**src/hw/orl_pkg.sv**
```systemverilog
package orl_pkg;

   // ***********************************************
   // Register map, byte addresses on the host link
   // ***********************************************
   localparam logic [7:0] ADDR_VOLT_LO = 8'h06;
   localparam logic [7:0] ADDR_VOLT_HI = 8'h07;
   localparam logic [7:0] ADDR_CUR_LO = 8'h08;
   localparam logic [7:0] ADDR_CUR_HI = 8'h09;

   // ***********************************************
   // Reset values
   // ***********************************************
   localparam logic [15:0] VOLT_RESET = 16'h09c4;
   localparam logic [15:0] CUR_RESET = 16'h3c00;

   // ***********************************************
   // Field layout
   // ***********************************************
   localparam int VOLT_FIELD_LSB = 2;
   localparam int VOLT_FIELD_W = 12;
   localparam int VOLT_RSVD_LSB = 14;
   localparam int CUR_FIELD_W = 7;
   localparam int CUR_RSVD_BIT = 7;
   localparam logic [7:0] VOLT_LO_KEEP_MASK = 8'hfc;
   localparam logic [7:0] VOLT_HI_RSVD_MASK = 8'hc0;
   localparam logic [7:0] CUR_HI_RSVD_MASK = 8'h80;
   localparam logic [7:0] READ_UNMAPPED = 8'h00;

   // ***********************************************
   // Voltage window and weights
   // ***********************************************
   localparam int VOLT_STEP_MV = 8;
   localparam int VOLT_MIN_MV = 3000;
   localparam int VOLT_MAX_MV = 24000;
   localparam int CUR_STEP_MA = 50;
   localparam int VOLT_MIN_CODE = (VOLT_MIN_MV + VOLT_STEP_MV - 1) / VOLT_STEP_MV;
   localparam int VOLT_MAX_CODE = VOLT_MAX_MV / VOLT_STEP_MV;

   // ***********************************************
   // Carriers
   // ***********************************************
   typedef struct packed {
      logic valid;
      logic [7:0] addr;
      logic [7:0] data;
   } orl_wr_req_t;

   typedef struct packed {
      logic valid;
      logic [7:0] addr;
   } orl_rd_req_t;

endpackage : orl_pkg

```
**src/hw/orl_range_check.sv**
```systemverilog
module orl_range_check
#(
   parameter int CODE_W = 12,
   parameter int MIN_CODE = 375,
   parameter int MAX_CODE = 3000
)
(
   code,
   in_range
);
   input wire logic [CODE_W-1:0] code;
   output logic in_range;

   // Refuse windows that the code width cannot hold
   generate
      if (MIN_CODE > MAX_CODE || MAX_CODE >= (1 << CODE_W))
      begin : g_bad_window
         $error("orl_range_check: voltage window does not fit the code");
      end
   endgenerate

   localparam logic [CODE_W-1:0] LO = CODE_W'(MIN_CODE);
   localparam logic [CODE_W-1:0] HI = CODE_W'(MAX_CODE);

   // Code lies inside the allowed setpoint window, both ends included
   assign in_range = (code >= LO) && (code <= HI);

endmodule : orl_range_check

```
**src/hw/orl_regs.sv**
```systemverilog
// Functional notes
// - The voltage setpoint is a 12-bit code in bits 13..2 of the voltage register, 8 mV per LSB.
// - A one written into voltage bits 15-14 or current upper-byte bit 7 is an invalid write, which the host avoids.
// - Voltage register bits 1-0 have no function and whatever is written there is dropped.
// - The voltage register resets to 09C4h, a 5000 mV setpoint.
// - The current limit is a 7-bit code in bits 6..0 of the current upper byte, 50 mA per LSB.
// - The current register resets to 3C00h, a 3000 mA limit.
// - Voltage writes outside 3 V to 24.0 V are ignored and the previous setpoint is kept.
module orl_regs
#(
   parameter int VCODE_W = orl_pkg::VOLT_FIELD_W,
   parameter int ICODE_W = orl_pkg::CUR_FIELD_W
)
(
   input wire logic clock,
   input wire logic srst,
   input wire orl_pkg::orl_wr_req_t wr_req,
   input wire orl_pkg::orl_rd_req_t rd_req,
   output logic wr_ack_r,
   output logic rd_ack_r,
   output logic [7:0] rd_data_r,
   output logic invalid_write_r,
   output logic range_reject_r,
   output logic [VCODE_W-1:0] vout_code_r,
   output logic [ICODE_W-1:0] ilim_code_r
);
   import orl_pkg::*;

   // ***********************************************
   // Elaboration checks
   // ***********************************************
   // Field widths are fixed by the register layout
   generate
      if (VCODE_W != VOLT_FIELD_W || ICODE_W != CUR_FIELD_W)
      begin : g_bad_width
         $error("orl_regs: field widths are fixed by the register layout");
      end
   endgenerate

   // Reset words must keep the reserved bits clear
   generate
      if ((VOLT_RESET[15:8] & VOLT_HI_RSVD_MASK) != 8'h00 || (CUR_RESET[15:8] & CUR_HI_RSVD_MASK) != 8'h00)
      begin : g_bad_reset
         $error("orl_regs: reset values set reserved bits");
      end
   endgenerate

   // ***********************************************
   // Address decode
   // ***********************************************

   // Bit positions of the register bytes in a one-hot select
   localparam int SEL_VOLT_LO = 0;
   localparam int SEL_VOLT_HI = 1;
   localparam int SEL_CUR_LO = 2;
   localparam int SEL_CUR_HI = 3;

   // One-hot select for a byte address; shared by the write and read paths
   function automatic logic [3:0] addr_sel(input logic [7:0] addr);
      logic [3:0] sel;
      sel = 4'h0;
      sel[SEL_VOLT_LO] = (addr == ADDR_VOLT_LO);
      sel[SEL_VOLT_HI] = (addr == ADDR_VOLT_HI);
      sel[SEL_CUR_LO] = (addr == ADDR_CUR_LO);
      sel[SEL_CUR_HI] = (addr == ADDR_CUR_HI);
      return sel;
   endfunction : addr_sel

   // ***********************************************
   // Stored state
   // ***********************************************
   logic [15:0] volt_r;
   logic [15:0] volt_nxt;
   logic [7:0] volt_lo_stage_r;
   logic [7:0] volt_lo_stage_nxt;
   // Only the upper current byte is kept; its lower byte has no function
   logic [7:0] cur_hi_r;
   logic [7:0] cur_hi_nxt;
   logic [7:0] rd_data_nxt;
   logic invalid_nxt;
   logic reject_nxt;

   // ***********************************************
   // Write decode
   // ***********************************************
   // Byte selects, candidate word and commit strobes
   logic [3:0] wr_sel;
   logic [3:0] rd_sel;
   logic hit_volt_lo;
   logic hit_volt_hi;
   logic hit_cur_lo;
   logic hit_cur_hi;
   logic volt_rsvd_set;
   logic cur_rsvd_set;
   logic [15:0] volt_cand;
   logic [VCODE_W-1:0] cand_code;
   logic cand_in_range;
   logic volt_commit;
   logic cur_commit;

   // Address matches for the incoming byte write
   assign wr_sel = wr_req.valid ? addr_sel(wr_req.addr) : 4'h0;
   assign hit_volt_lo = wr_sel[SEL_VOLT_LO];
   assign hit_volt_hi = wr_sel[SEL_VOLT_HI];
   assign hit_cur_lo = wr_sel[SEL_CUR_LO];
   assign hit_cur_hi = wr_sel[SEL_CUR_HI];

   // Reserved top bits set by the host mark the write invalid
   assign volt_rsvd_set = hit_volt_hi && ((wr_req.data & VOLT_HI_RSVD_MASK) != 8'h00);
   assign cur_rsvd_set = hit_cur_hi && ((wr_req.data & CUR_HI_RSVD_MASK) != 8'h00);

   // Candidate 16-bit word: new upper byte with the staged lower byte
   assign volt_cand = {wr_req.data, volt_lo_stage_r & VOLT_LO_KEEP_MASK};
   assign cand_code = volt_cand[VOLT_FIELD_LSB +: VOLT_FIELD_W];

   // Window check on the candidate setpoint
   orl_range_check #(
      .CODE_W(VCODE_W),
      .MIN_CODE(VOLT_MIN_CODE),
      .MAX_CODE(VOLT_MAX_CODE)
   ) u_range (
      .code(cand_code),
      .in_range(cand_in_range)
   );

   // A reserved-bit violation wins over the window check, so only one status pulse fires
   // Commit only clean, in-window words; otherwise the old value stays
   assign volt_commit = hit_volt_hi && !volt_rsvd_set && cand_in_range;
   assign cur_commit = hit_cur_hi && !cur_rsvd_set;

   // ***********************************************
   // Next-state selection
   // ***********************************************

   // Lower voltage byte waits in a stage until its upper byte arrives
   // The stage outlives a refused upper-byte write and is reused by the next one
   assign volt_lo_stage_nxt = hit_volt_lo ? (wr_req.data & VOLT_LO_KEEP_MASK) : volt_lo_stage_r;
   assign volt_nxt = volt_commit ? volt_cand : volt_r;
   assign cur_hi_nxt = cur_commit ? wr_req.data : cur_hi_r;

   // Status pulses for refused writes
   assign invalid_nxt = volt_rsvd_set || cur_rsvd_set;
   assign reject_nxt = hit_volt_hi && !volt_rsvd_set && !cand_in_range;

   // ***********************************************
   // Read decode
   // ***********************************************

   // Address match for the incoming byte read
   assign rd_sel = rd_req.valid ? addr_sel(rd_req.addr) : 4'h0;

   // A read and a write in one cycle: the read returns the value before the write
   // Committed values are returned; the current low byte reads as zero
   assign rd_data_nxt = rd_sel[SEL_VOLT_LO] ? volt_r[7:0] :
                        rd_sel[SEL_VOLT_HI] ? volt_r[15:8] :
                        rd_sel[SEL_CUR_LO] ? CUR_RESET[7:0] :
                        rd_sel[SEL_CUR_HI] ? cur_hi_r :
                        READ_UNMAPPED;

   // ***********************************************
   // Registers
   // ***********************************************

   // The stage resets to the low byte of the default word, so a lone
   // upper-byte write after reset still pairs with a clean lower byte
   // Configuration storage with documented reset values
   always_ff @(posedge clock)
   begin
      if (srst)
      begin
         volt_r <= VOLT_RESET;
         volt_lo_stage_r <= VOLT_RESET[7:0];
         cur_hi_r <= CUR_RESET[15:8];
      end
      else
      begin
         volt_r <= volt_nxt;
         volt_lo_stage_r <= volt_lo_stage_nxt;
         cur_hi_r <= cur_hi_nxt;
      end
   end

   // Setpoint outputs mirror the stored fields
   // Fed from the next value so the outputs move on the same edge as the storage
   always_ff @(posedge clock)
   begin
      if (srst)
      begin
         vout_code_r <= VOLT_RESET[VOLT_FIELD_LSB +: VOLT_FIELD_W];
         ilim_code_r <= CUR_RESET[8 +: CUR_FIELD_W];
      end
      else
      begin
         vout_code_r <= volt_nxt[VOLT_FIELD_LSB +: VOLT_FIELD_W];
         ilim_code_r <= cur_hi_nxt[CUR_FIELD_W-1:0];
      end
   end

   // Bus answers and status pulses
   always_ff @(posedge clock)
   begin
      if (srst)
      begin
         wr_ack_r <= 1'b0;
         rd_ack_r <= 1'b0;
         rd_data_r <= 8'h00;
         invalid_write_r <= 1'b0;
         range_reject_r <= 1'b0;
      end
      else
      begin
         wr_ack_r <= wr_req.valid;
         rd_ack_r <= rd_req.valid;
         rd_data_r <= rd_data_nxt;
         invalid_write_r <= invalid_nxt;
         range_reject_r <= reject_nxt;
      end
   end

endmodule : orl_regs

```
**config.mk**
```make
export PLATFORM = sky130hd
export DESIGN_NAME = orl_regs
export DESIGN_NICKNAME = d
export VERILOG_FILES = /design/src/hw/orl_pkg.sv /design/src/hw/orl_range_check.sv /design/src/hw/orl_regs.sv
export SDC_FILE = /design/constraint.sdc
export NUM_CORES = 1
export LEC_CHECK = 0
export ABC_AREA = 1
export ABC_CLOCK_PERIOD_IN_PS = 1550
export BUFFER_PORTS_ARGS = -buffer_cell sky130_fd_sc_hd__buf_4
export CAP_MARGIN = 10
export CELL_PAD_IN_SITES_DETAIL_PLACEMENT = 1
export CELL_PAD_IN_SITES_GLOBAL_PLACEMENT = 1
export CORE_MARGIN = 10
export CORE_UTILIZATION = 27
export DETAILED_ROUTE_END_ITERATION = 6
export PLACE_DENSITY_LB_ADDON = 0.15
export SLEW_MARGIN = 15
export SYNTH_ARGS = -nofsm -noshare
export SYNTH_HDL_FRONTEND = slang
export SYNTH_SLANG_ARGS = --single-unit
```
**constraint.sdc**
```tcl
create_clock -name clock -period 1.55 [get_ports clock]
set_input_delay 0.155 -clock clock [delete_from_list [all_inputs] [get_ports clock]]
set_output_delay 0.155 -clock clock [all_outputs]
set_load 0.005 [all_outputs]
```
# Yosys cells after proc, flatten, opt, wreduce, memory -nomap -nowiden
# Index checks and enable logic that the tools add are counted.
# classes
order_cmp,2
bitwise_logic,0
mul,0
eq_ne,8
n_reduce_logical,13
shift,0
addsub,0
n_div,0
n_mux,8
# op_table
operator,count
$eq A8 B3 Y1 const B,4
$eq A8 B4 Y1 const B,4
$mux W8,4
$mux W14,1
$ge A12 B9 Y1 const B,1
$le A12 B12 Y1 const B,1
$mux W4,2
$reduce_bool A8 Y1,1
$logic_and A1 B1 Y1,7
$mux W7,1
$logic_not A1 Y1,3
$reduce_or A2 Y1,1
$logic_or A1 B1 Y1,1
# word_totals
inputBits,28
mem_bits_rw,0
wordCells,42
latchBits,0
rom_bits,0
memories,0
register_bits,40

# Depth between registers and ports, before layout
# Gate-level depths: netlist of the first run.
# depth
word_depth,7
mapped_depth,10
ltp_nobuf,10

# Cells and area by module
# From an unflattened synthesis of the first run, not the netlist that was laid out.
# unflattened
cells_unflattened,305
hier_area_um2,2099.5
# modules_own_cells
module,n_inst,cells_each,area_per_inst_um2
orl_regs,1,272,1959.4
orl_range_check,1,33,140.1

# Worst setup path before layout of the first run
# No wires, ideal clock.
# synth_timing
path_type,register to register
start,reg volt_lo_stage_r[6]
end,reg vout_code_r[1]
stages_incl_launch_ff,9
setup_ns,0.114
path_slack_ns,0.392
path_buffers,1
arrival_time_ns,1.044
path_cell_list,dfxtp_1 -> nand2_1 -> nor2_1 -> nand3_1 -> nand2_2 -> buf_6 -> nand4_1 -> nand2_1 -> nor2_2
# synth_between
elab_chain_cells,3
word_cells_on_any_way,4
classes_between,order compare (2); reduce/logical (2)
# synth_rtl
element,line_no,text
from (decl),orl_regs.sv:74,logic [7:0] volt_lo_stage_r;
from (signal assigned),orl_regs.sv:172,volt_lo_stage_r <= VOLT_RESET[7:0];
from (signal assigned),orl_regs.sv:178,volt_lo_stage_r <= volt_lo_stage_nxt;
$ge A12 B9 Y1 / $le A12 B12 Y1 (equally long branches),orl_range_check.sv:26,assign in_range = (code >= LO) && (code <= HI);
$logic_and A1 B1 Y1 *,orl_range_check.sv:26,
$logic_and A1 B1 Y1 *,orl_regs.sv:128,assign volt_commit = hit_volt_hi && !volt_rsvd_set && cand_in_range;
to (signal assigned),orl_regs.sv:189,vout_code_r <= VOLT_RESET[VOLT_FIELD_LSB +: VOLT_FIELD_W];
to (signal assigned),orl_regs.sv:194,vout_code_r <= volt_nxt[VOLT_FIELD_LSB +: VOLT_FIELD_W];
to (decl),orl_regs.sv:24,"output logic [VCODE_W-1:0] vout_code_r,"
# Mark *: on every way between the ends. The rest lies on a longest branch, timed or not.
# A chain may end at the register's enable or synchronous reset.

# Worst setup path after layout of the first run
# layout_timing
start,reg volt_lo_stage_r[6]
end,reg vout_code_r[9]
# The elaborated chain is that of the path after synthesis.

==> results of run 1 <==
## state kept, by name, summed over array words and instances, names as in the netlist
name	flops
volt_r	2
ilim_code_r	7
range_reject_r	1
vout_code_r	12
cur_hi_r	1
volt_lo_stage_r	6
rd_ack_r	1
invalid_write_r	1
rd_data_r	8
wr_ack_r	1
## cells by family (layout without fill, tap and decap cells)
kind of cell    Yosys count  in the layout  share of synthesized area
flops                    40             40                      0.389
simple gates            158            158                      0.391
compound gates           18             18                     0.0637
buf+inv                  58            100                      0.157
## report_power, final
group / total (mW) / switching (mW) / internal, mW
Sequential: 1.03 / 0.00138 / 1.03
Clock: 0.747 / 0.386 / 0.360
Combinational: 0.189 / 0.109 / 0.0794
Total: 1.97 / 0.497 / 1.47
## per-stage QoR
stage               power [mW]  setup WS (ns)
global placement          1.25          0.184
finish                    1.97          0.188
floorplan                 1.15          0.392
detailed placement        1.25          0.108
global route              2.08         0.0584
CTS                       2.01          0.125
## cell usage in the layout (no fill, tap or decap), types with 4 or more instances in the layout
master / instances
nor2_1: 28
nor2_2: 7
nand3_1: 34
dfxtp_1: 40
a21oi_1: 4
clkbuf_8: 6
nand2_2: 5
o211ai_2: 4
inv_2: 4
nand2_1: 57
nand4_1: 15
buf_4: 61
o21ai_0: 5
inv_1: 25
## path summary, 6_finish.rpt
check	start	end	slack, ns	cells after the start
max	volt_lo_stage_r[6]	vout_code_r[9]	0.19	7
min	srst	wr_ack_r	0.08	2
max reg2reg	volt_lo_stage_r[6]	vout_code_r[9]	0.19	7
min reg2reg	volt_r[14]	volt_r[14]	0.46	2
## repair_timing
| item | in CTS | in global routing |
|---|---|---|
| buffers inserted | 0 | 0 |
| resized for setup | 0 | 1 |
| setup endpoints to repair | 0 | 4 |
## layout make-up
type | instances | area (um2)
inverter | 30 | 118
multi-input combinational | 176 | 942
sequential | 40 | 801
clock buffer | 6 | 82.6
timing repair buffer | 62 | 478
tap | 99 | 124
fill | 912 | 4770
clock inverter | 2 | 15.0
## per-layer routing
| layer | vias up | GRT usage |
|---|---|---|
| li1 | 954 | - |
| met1 | 859 | 0.139 |
| met2 | 46 | 0.169 |
| met3 | 5 | 0.0347 |
| met4 | 0 | 0.0372 |
| met5 | - | 0 |
==> summary.md, run 1 <==
| Metric | Value |
|---|---|
| Outcome | completed |
| Starting density of the core | 0.281 |
| Met2 Wirelength | 2780 um |
| Fin crit share | 0.879 |
| Final estimated routing congestion in global placement | 0.767 |
| Measured slew at the worst slew-check pin | 0.392 ns |
| DR vias | 1,864 |
| Max frequency | 0.734 GHz |
| Pin count of the biggest net entering global routing | 34 |
| Syn Inst Count | 274 |
| EDFF count, synth | 0 |
| Setup TNS | 0 ns |
| Post-route DRC violation count | 0 |
| Synthesized Nets | 302 |
| Hold_buf cts | 0 |
| Seq/Total Area, Yosys | 0.389 |
| WP buf/inv | 0 |
| CP peak stage delay | 0.37 ns |
| Worst Hold Class | in2reg |
| Kind of critical path | reg2reg |
| Reg clk slew, reported paths | 0.08 ns |
| Clock root cell | clkbuf_8 |
| Htree depth | 2 |
| Cell Pwr Density | 768 nW/um2 |
| Max-cap violations | 0 |
| Cell Area, Synth | 2060 um2 |
| Static Leak | 1.23 nW |
| Hold slack | 0.0766 ns |
| Critical Path Sink Type | register |
| Core area | 7330 um2 |
| Slew HR | 0.736 |
| Die Area | 11,500 um2 |
| CTS buffer count | 5 |
| 1st-pass router iterations | 4 |
| Initial antenna violation count | 0 |
| Peak VDD IR | 0.264 mV |
| Die Ht | 107 um |
| Vias in the first global route | 1,921 |
| GRT Residual Overflow | 0 |
| Critical path data required time | 1.74 ns |
| Final Max Tran Viols | 0 |
| Synth Area per Inst | 7.52 um2 |
| Routed len/inst | 14.6 um |
| Die X | 107 um |
| Leading area contributor after synthesis | dfxtp_1 |
| Crit path time final | 1.36 ns |
| CP max stage cell | dfxtp_1 |
| DP Area | 2460 um2 |
| DP Wirelength | 4880 um |
| Setup-failing EPs final | 0 |
| First-pass GRT wire length | 10,100 um |
| Final hold vios | 0 |
| Ports | 59 |
| Area growth syn-to-layout | 24.2% |
| Final wirelength | 6040 um |
| Synth Register Bits | 40 |
| Post-synth top area share | 0.389 |
| Critical path's top delay family | simple AND/OR/NAND/NOR gates |
| Maximum buffer depth of the clock tree | 2 |
| Worst Skew | 0.00631 ns |
| Worst skew pair latency | 0.30 ns |
| First-iteration detailed-routing DRC count | 69 |
| Diodes inserted | 0 |
| Post-route cell area | 2560 um2 |
| Post-route insts no fill | 415 |
| Startpoint Class | register |
| Layout Nets | 343 |
| Total track usage | 0.109 |
| Synth unique cells | 27 |
| Number of port buffers | 58 |
| Average vias per placed instance | 4.49 |
| Asr flop ratio synth | 0 |
| Crit path cell chain | nand2_1 > nor2_1 > nand3_1 > nand2_4 > nand3_2 > nand2_1 > nand3_1 |
| Yosys warning count | 0 |
| Met1 Wirelength | 2850 um |
| Core Util, Final | 0.349 |
| Met3 WL | 346 um |
| Post-synth top cells | nand2_1, dfxtp_1, nand3_1, nor2_1, inv_1 |
| CTS tree | done |
| Crit-path max FO | 13 |
| Top_reg_cell synth | dfxtp_1 |
| Placed Instances | 407 |
| # rows | 31 |
| Antenna Violating Nets Remaining | 0 |
| Clock Sinks | 40 |
| RSZ-0062 raised after global routing | no |
| Most common cell in the netlist | nand2_1 |
| Top Layer Used | met4 |
| Critical Path AT | 1.55 ns |
| Layout cells sized above 1 | 0.323 |
| Area contributors post-synth | dfxtp_1, nand2_1, nand3_1, buf_4, nor2_1 |
No activity file was read; power rests on OpenSTA's default activity.
==> run 2: changes to the inputs <==
==> constraint.sdc (replaced) <==
create_clock -name clock -period 1.55 [get_ports clock]
set_input_delay 0.0775 -clock clock [delete_from_list [all_inputs] [get_ports clock]]
set_output_delay 0.0775 -clock clock [all_outputs]
set_load 0.005 [all_outputs]
==> summary.md, run 2 (same netlist as run 1, synthesis figures left out) <==
| Metric | Value |
|---|---|
| Layout cells sized above 1 | 0.320 (-0.00316) |
| Clock root cell | clkbuf_8 |
| Worst Hold Class | in2reg |
| Post-route cell area | 2590 um2 (+1.2%) |
| Pre-CTS WS | 0.157 ns (+0.0491 ns) |
| RSZ-0062 raised after global routing | no |
| Max-cap violations | 0 (unchanged) |
| Crit path time final | 1.34 ns (-0.0196 ns) |
| Setup crit start | volt_lo_stage_r[6] |
| Measured slew at the worst slew-check pin | 0.352 ns (-0.0397 ns) |
| DP Wirelength | 4780 um (-2.0%) |
| Antenna Violating Nets Remaining | 0 (unchanged) |
| Critical path data required time | 1.80 ns (+0.06 ns) |
| Diodes inserted | 0 (unchanged) |
| Most frequent cells in the layout | buf_4, nand2_1, dfxtp_1, nand3_1, nor2_1 |
| Commonest non-fill, non-tap cell in the layout | buf_4 |
| Post-route DRC violation count | 0 (unchanged) |
| Htree depth | 2 (unchanged) |
| Final estimated routing congestion in global placement | 0.785 (+2.3%) |
| Top reg by flops | vout_code_r |
| Area growth syn-to-layout | 25.7% |
| Die Ht | 107 um (unchanged) |
| Ports | 59 (unchanged) |
| CTS tree | done |
| DP Area | 2440 um2 (-0.61%) |
| # rows | 31 (unchanged) |
| Core Util, Final | 0.353 (+0.00410) |
| Number of port buffers | 58 (unchanged) |
| Final Max Tran Viols | 0 (unchanged) |
| Slew HR | 0.763 (+0.0267) |
| Routed len/inst | 14.4 um (-1.2%) |
| GRT Residual Overflow | 0 (unchanged) |
| Setup-failing EPs final | 0 (unchanged) |
| Peak VDD IR | 0.301 mV (+14%) |
| Final hold vios | 0 (unchanged) |
| Largest register FFs | 12 (unchanged) |
| CTS buffer count | 5 (unchanged) |
| Placed Instances | 405 (-0.49%) |
| Kind of critical path | reg2reg |
| FF-to-FF setup slack | 0.21 ns (+0.02 ns) |
| Die X | 107 um (unchanged) |
| Register area | 801 um2 (unchanged) |
| Critical Path AT | 1.59 ns (+0.04 ns) |
| Reg clk slew, reported paths | 0.09 ns (about the same) |
| First-pass GRT wire length | 9780 um (-2.9%) |
| Sequential share of power | 0.487 (-0.037) |
| Outcome | completed |
| Setup TNS | 0 ns (unchanged) |
| Post-route insts no fill | 415 (unchanged) |
| Final setup margin | 0.208 ns (+0.0196 ns) |
| Starting density of the core | 0.281 (unchanged) |
| P_int | 1.60 mW (+8.6%) |
| Total track usage | 0.106 (-0.00274) |
| FILL cells | 922 (+1.1%) |
| Final wirelength | 5970 um (-1.2%) |
| Reg2reg path depth | 8 (+1) |
| Initial antenna violation count | 0 (unchanged) |
| Reg2reg start | volt_lo_stage_r[6] |
| Worst skew pair latency | 0.30 ns (about the same) |
| Layout Nets | 343 (unchanged) |
| Critical Path Sink Type | register |
| Startpoint Class | register |
| Biggest regs | vout_code_r x12, rd_data_r x8, ilim_code_r x7 |
| Average vias per placed instance | 4.47 (-0.54%) |
| Maximum buffer depth of the clock tree | 2 (unchanged) |
| Vias in the first global route | 1,905 (-0.83%) |
| Clock Sinks | 40 (unchanged) |
| 1st-pass router iterations | 4 (unchanged) |
| Fin crit share | 0.866 (-0.0127) |
| Critical R2R Capture | vout_code_r[1] |
| Net Sw Frac | 0.246 (-0.00671) |
| DR vias | 1,854 (-0.54%) |
| Critical Path End | vout_code_r[1] |
| Max frequency | 0.745 GHz (+1.5%) |
| Multi-input gate area | 950 um2 (+0.80%) |
| Die Area | 11,500 um2 (unchanged) |
| Clock network power share | 0.423 (+0.043) |
| Cell Pwr Density | 817 nW/um2 (+6.4%) |
| Combinational cell fraction of total power | 0.089 (-0.007) |
| Pin count of the biggest net entering global routing | 40 (+18%) |
| First-iteration detailed-routing DRC count | 49 (-29%) |
| NetSw | 0.521 mW (+4.8%) |
| Static Leak | 1.24 nW (+1.0%) |
| Worst Skew | 0.00716 ns (+0.000843 ns) |
| Core area | 7330 um2 (unchanged) |
| Crit-path max FO | 14 (+1) |
run 2: power by group through the flow:
stage / Sequential [mW] / Combinational (mW) / Clock (mW)
floorplan: 1.06 / 0.0915 / 0
finish: 1.03 / 0.189 / 0.896
global route: 1.03 / 0.211 / 0.977
detailed placement: 1.06 / 0.185 / 0
CTS: 1.03 / 0.189 / 0.921
global placement: 1.06 / 0.184 / 0
run 2: per-layer routing:
layer,track usage,part of all wire,vias up,wire (um)
li1,-,-,954,-
met1,0.135,0.49,847,2940
met2,0.168,0.45,43,2660
met3,0.0359,0.046,10,275
met4,0.0296,0.017,0,99
met5,0,0,-,0
run 2: worst max-delay path: stages (launching register included):
cell     delay, ns
dfxtp_1       0.37
nand2_1       0.10
nor2_1        0.12
nand2_1       0.09
nand2_4       0.16
nand3_4       0.12
nor2_8        0.16
nor2_1        0.07
nor2_2        0.09
run 2: layout make-up:
type                    count  area share
flip-flops and latches     40       0.309
multi-input cells         176       0.367
clock inverters             3      0.0179
clock buffers               5      0.0266
repair buffers             62       0.186
inverters                  30      0.0454
well taps                  99      0.0478
run 2: worst min path at each step:
| stage | depth (start not counted) | startpoint | to |
|---|---|---|---|
| 5_1_grt | 3 | wr_req[6] | volt_lo_stage_r[6] |
| 4_1_cts | 3 | rd_req[8] | rd_ack_r |
| 2_1_floorplan | 1 | srst | invalid_write_r |
| 3_5_place_dp | 3 | wr_req[16] | wr_ack_r |
| 3_3_place_gp | 3 | wr_req[16] | wr_ack_r |
| 6_report | 3 | rd_req[8] | rd_ack_r |
run 2: per-stage QoR:
step	total power, mW	hold WS (ns)
after detailed placement	1.24	0.312
after global routing	2.22	0.0384
after CTS	2.14	0.0190
final	2.12	0.0262
after floorplan	1.15	0.147
after global placement	1.24	0.310
run 2: what timing repair did:
| item | in CTS | in global routing |
|---|---|---|
| hold buffers | 2 | 0 |
| setup endpoints to repair | 0 | 12 |
| resized for setup | 0 | 3 |
| endpoints found under the hold margin | 2 | 0 |
| setup buffers | 0 | 0 |
==> run 3: changes to the inputs <==
ABC_AREA = unset   (was 1)
==> summary.md, run 3 <==
| Metric | Value |
|---|---|
| EDFF count, synth | 0 (unchanged) |
| Leading area contributor after synthesis | dfxtp_1 |
| Synthesized Nets | 225 (-25%) |
| Htree depth | 2 (unchanged) |
| Crit path time final | 1.49 ns (+0.144 ns) |
| Core area | 6790 um2 (-7.3%) |
| CTS buffer count | 5 (unchanged) |
| Top_reg_cell synth | dfxtp_1 |
| CTS tree | done |
| Average vias per placed instance | 4.45 (-0.47%) |
| Outcome | completed |
| Final hold vios | 0 (unchanged) |
| Post-route DRC violation count | 0 (unchanged) |
| Layout cells sized above 1 | 0.390 (+0.0699) |
| Startpoint Class | register |
| Initial antenna violation count | 0 (unchanged) |
| First-pass GRT wire length | 8660 um (-11%) |
| Fin crit share | 0.959 (+0.0932) |
| FF-to-FF setup slack | 0.06 ns (-0.14 ns) |
| Biggest regs | vout_code_r x12, rd_data_r x8, ilim_code_r x7 |
| Top reg by flops | vout_code_r |
| Worst Skew | 0.00516 ns (-0.00199 ns) |
| CP peak stage delay | 0.52 ns (+0.15 ns) |
| Pwr Total | 1.92 mW (-9.1%) |
| Setup-failing EPs final | 0 (unchanged) |
| DR vias | 1,534 (-17%) |
| Critical Path AT | 1.70 ns (+0.11 ns) |
| GRT Residual Overflow | 0 (unchanged) |
| Reg clk slew, reported paths | 0.07 ns (-0.02 ns) |
| Critical Path Sink Type | register |
| First-iteration detailed-routing DRC count | 29 (-41%) |
| Die Ht | 103 um (-3.6%) |
| Layout Nets | 276 (-20%) |
| Cell Area, Synth | 1880 um2 (-8.7%) |
| Clock Sinks | 40 (unchanged) |
| Most common cell in the netlist | dfxtp_1 |
| Synth Register Bits | 40 (unchanged) |
| Post-synth top cells | dfxtp_1, nor2_1, buf_4, mux2i_1, nand2b_1 |
| # rows | 30 (-3.2%) |
| Seq/Total Area, Yosys | 0.426 (+0.0369) |
| Core Util, Final | 0.365 (+0.0115) |
| Area contributors post-synth | dfxtp_1, mux2i_1, buf_4, nor2_1, nand2b_1 |
| Vias in the first global route | 1,653 (-13%) |
| Synth unique cells | 37 (+37%) |
| Max-cap violations | 0 (unchanged) |
| Final Max Tran Viols | 0 (unchanged) |
| Final estimated routing congestion in global placement | 0.746 (-5.0%) |
| Max frequency | 0.673 GHz (-9.7%) |
| Static Leak | 1.01 nW (-19%) |
| Worst skew pair latency | 0.29 ns (about the same) |
| Kind of critical path | reg2reg |
| Antenna Violating Nets Remaining | 0 (unchanged) |
| Most frequent cells in the layout | buf_4, dfxtp_1, nor2_1, mux2i_1, nand2b_1 |
| Pin count of the biggest net entering global routing | 52 (+30%) |
| Die X | 103 um (-3.6%) |
| Slew HR | 0.681 (-0.0823) |
| Area growth syn-to-layout | 31.7% |
| Measured slew at the worst slew-check pin | 0.467 ns (+0.114 ns) |
| Starting density of the core | 0.277 (-0.00413) |
| CP max stage cell | or4_4 |
| Cell Pwr Density | 776 nW/um2 (-5.1%) |
| Post-route cell area | 2480 um2 (-4.3%) |
| Critical path's top delay family | simple AND/OR/NAND/NOR gates |
| Synth Area per Inst | 9.55 um2 (+27%) |
| Critical path data required time | 1.77 ns (-0.03 ns) |
| Commonest non-fill, non-tap cell in the layout | buf_4 |
| Largest register FFs | 12 (unchanged) |
| Peak VDD IR | 0.273 mV (-9.3%) |
| Yosys warning count | 0 (unchanged) |
| Die Area | 10,700 um2 (-7.1%) |
| Total track usage | 0.105 (-0.000863) |
| Hold_buf cts | 0 (-2) |
| Number of port buffers | 58 (unchanged) |
| DP Area | 2360 um2 (-3.3%) |
| Syn Inst Count | 197 (-28%) |
| Clock root cell | clkbuf_8 |
| Final wirelength | 5290 um (-11%) |
| WP buf/inv | 1 (+1) |
| Worst Hold Class | in2reg |
| Ports | 59 (unchanged) |
| 1st-pass router iterations | 4 (unchanged) |
| Diodes inserted | 0 (unchanged) |
| Crit path cell chain | nand2_1 > or4_4 > o211ai_4 > nor2_8 > buf_12 > nor3b_1 |
| Post-synth top area share | 0.426 (+0.0369) |
| Asr flop ratio synth | 0 (unchanged) |
| DP Wirelength | 4050 um (-15%) |
| Crit-path max FO | 14 (unchanged) |
| Maximum buffer depth of the clock tree | 2 (unchanged) |
| Routed len/inst | 15.3 um (+6.6%) |
## run 3: cell types whose count changed after synthesis, moves of 5 or more
cell      previous run  this run
nor2_2               7         0
a22oi_1              0         8
nand2_2              6         0
nand4_1             15         1
nand2b_1             0        14
inv_1               25         6
nor2b_1              0         5
nand2_1             57         6
clkbuf_1             1         7
a211o_1              0         7
mux2i_1              0        18
nand3_1             34         1
## run 3: per-stage QoR
stage	instances	hold slack (ns)	TNS [ns]	setup WS, ns
2_1_floorplan	197	0.195	0	0.0329
3_5_place_dp	337	0.319	-2.22	-0.159
5_1_grt	345	0.0199	-0.00595	-0.00350
4_1_cts	345	0.00880	0	0.000668
3_3_place_gp	337	0.312	-1.72	-0.119
6_report	345	0.0184	0	0.0633
## run 3: kinds of logic after synthesis
| group | synth area share |
|---|---|
| simple gates | 0.243 |
| flops | 0.426 |
| buf+inv | 0.115 |
| compound gates | 0.0971 |
| mux | 0.120 |
## run 3: timing repair
item | in CTS | in global routing
endpoints found under the setup margin | 14 | 15
buffers inserted | 0 | 2
resized for setup | 6 | 4
pin swaps | 0 | 2
## run 3: worst reg2reg max path: cells and delay by family (launching register included)
kind            cells  cell delay [ns]
simple gates        4             0.79
flops               1             0.34
buf+inv             1             0.15
compound gates      1             0.14
## run 3: routing by layer
layer	track usage	part of all wire	vias to the layer above
met5	0	0	-
met4	0.0417	0.013	0
met3	0.0379	0.084	5
met2	0.171	0.48	50
met1	0.124	0.42	720
li1	-	-	759
## run 3: layout make-up
type / instances / area, um2
flip-flops and latches: 40 / 807
fillers: 790 / 4320
multi-input cells: 123 / 886
clock buffers: 8 / 90.1
well taps: 96 / 120
repair buffers: 72 / 553
inverters: 6 / 22.5
## run 3: where the power goes
group / leakage (nW) / total (mW) / switching (mW) / internal, mW
Clock: 0.0455 / 0.729 / 0.366 / 0.364
Sequential: 0.323 / 1.03 / 0.00108 / 1.03
Combinational: 0.643 / 0.163 / 0.0805 / 0.0826
Total: 1.01 / 1.92 / 0.447 / 1.48
## run 3: path summary, 6_finish.rpt
path | from | endpoint | cells after the start
max | volt_lo_stage_r[6] | volt_r[15] | 6
min | wr_req[6] | volt_lo_stage_r[6] | 2
max reg2reg | volt_lo_stage_r[6] | volt_r[15] | 6
min reg2reg | volt_r[15] | volt_r[15] | 1
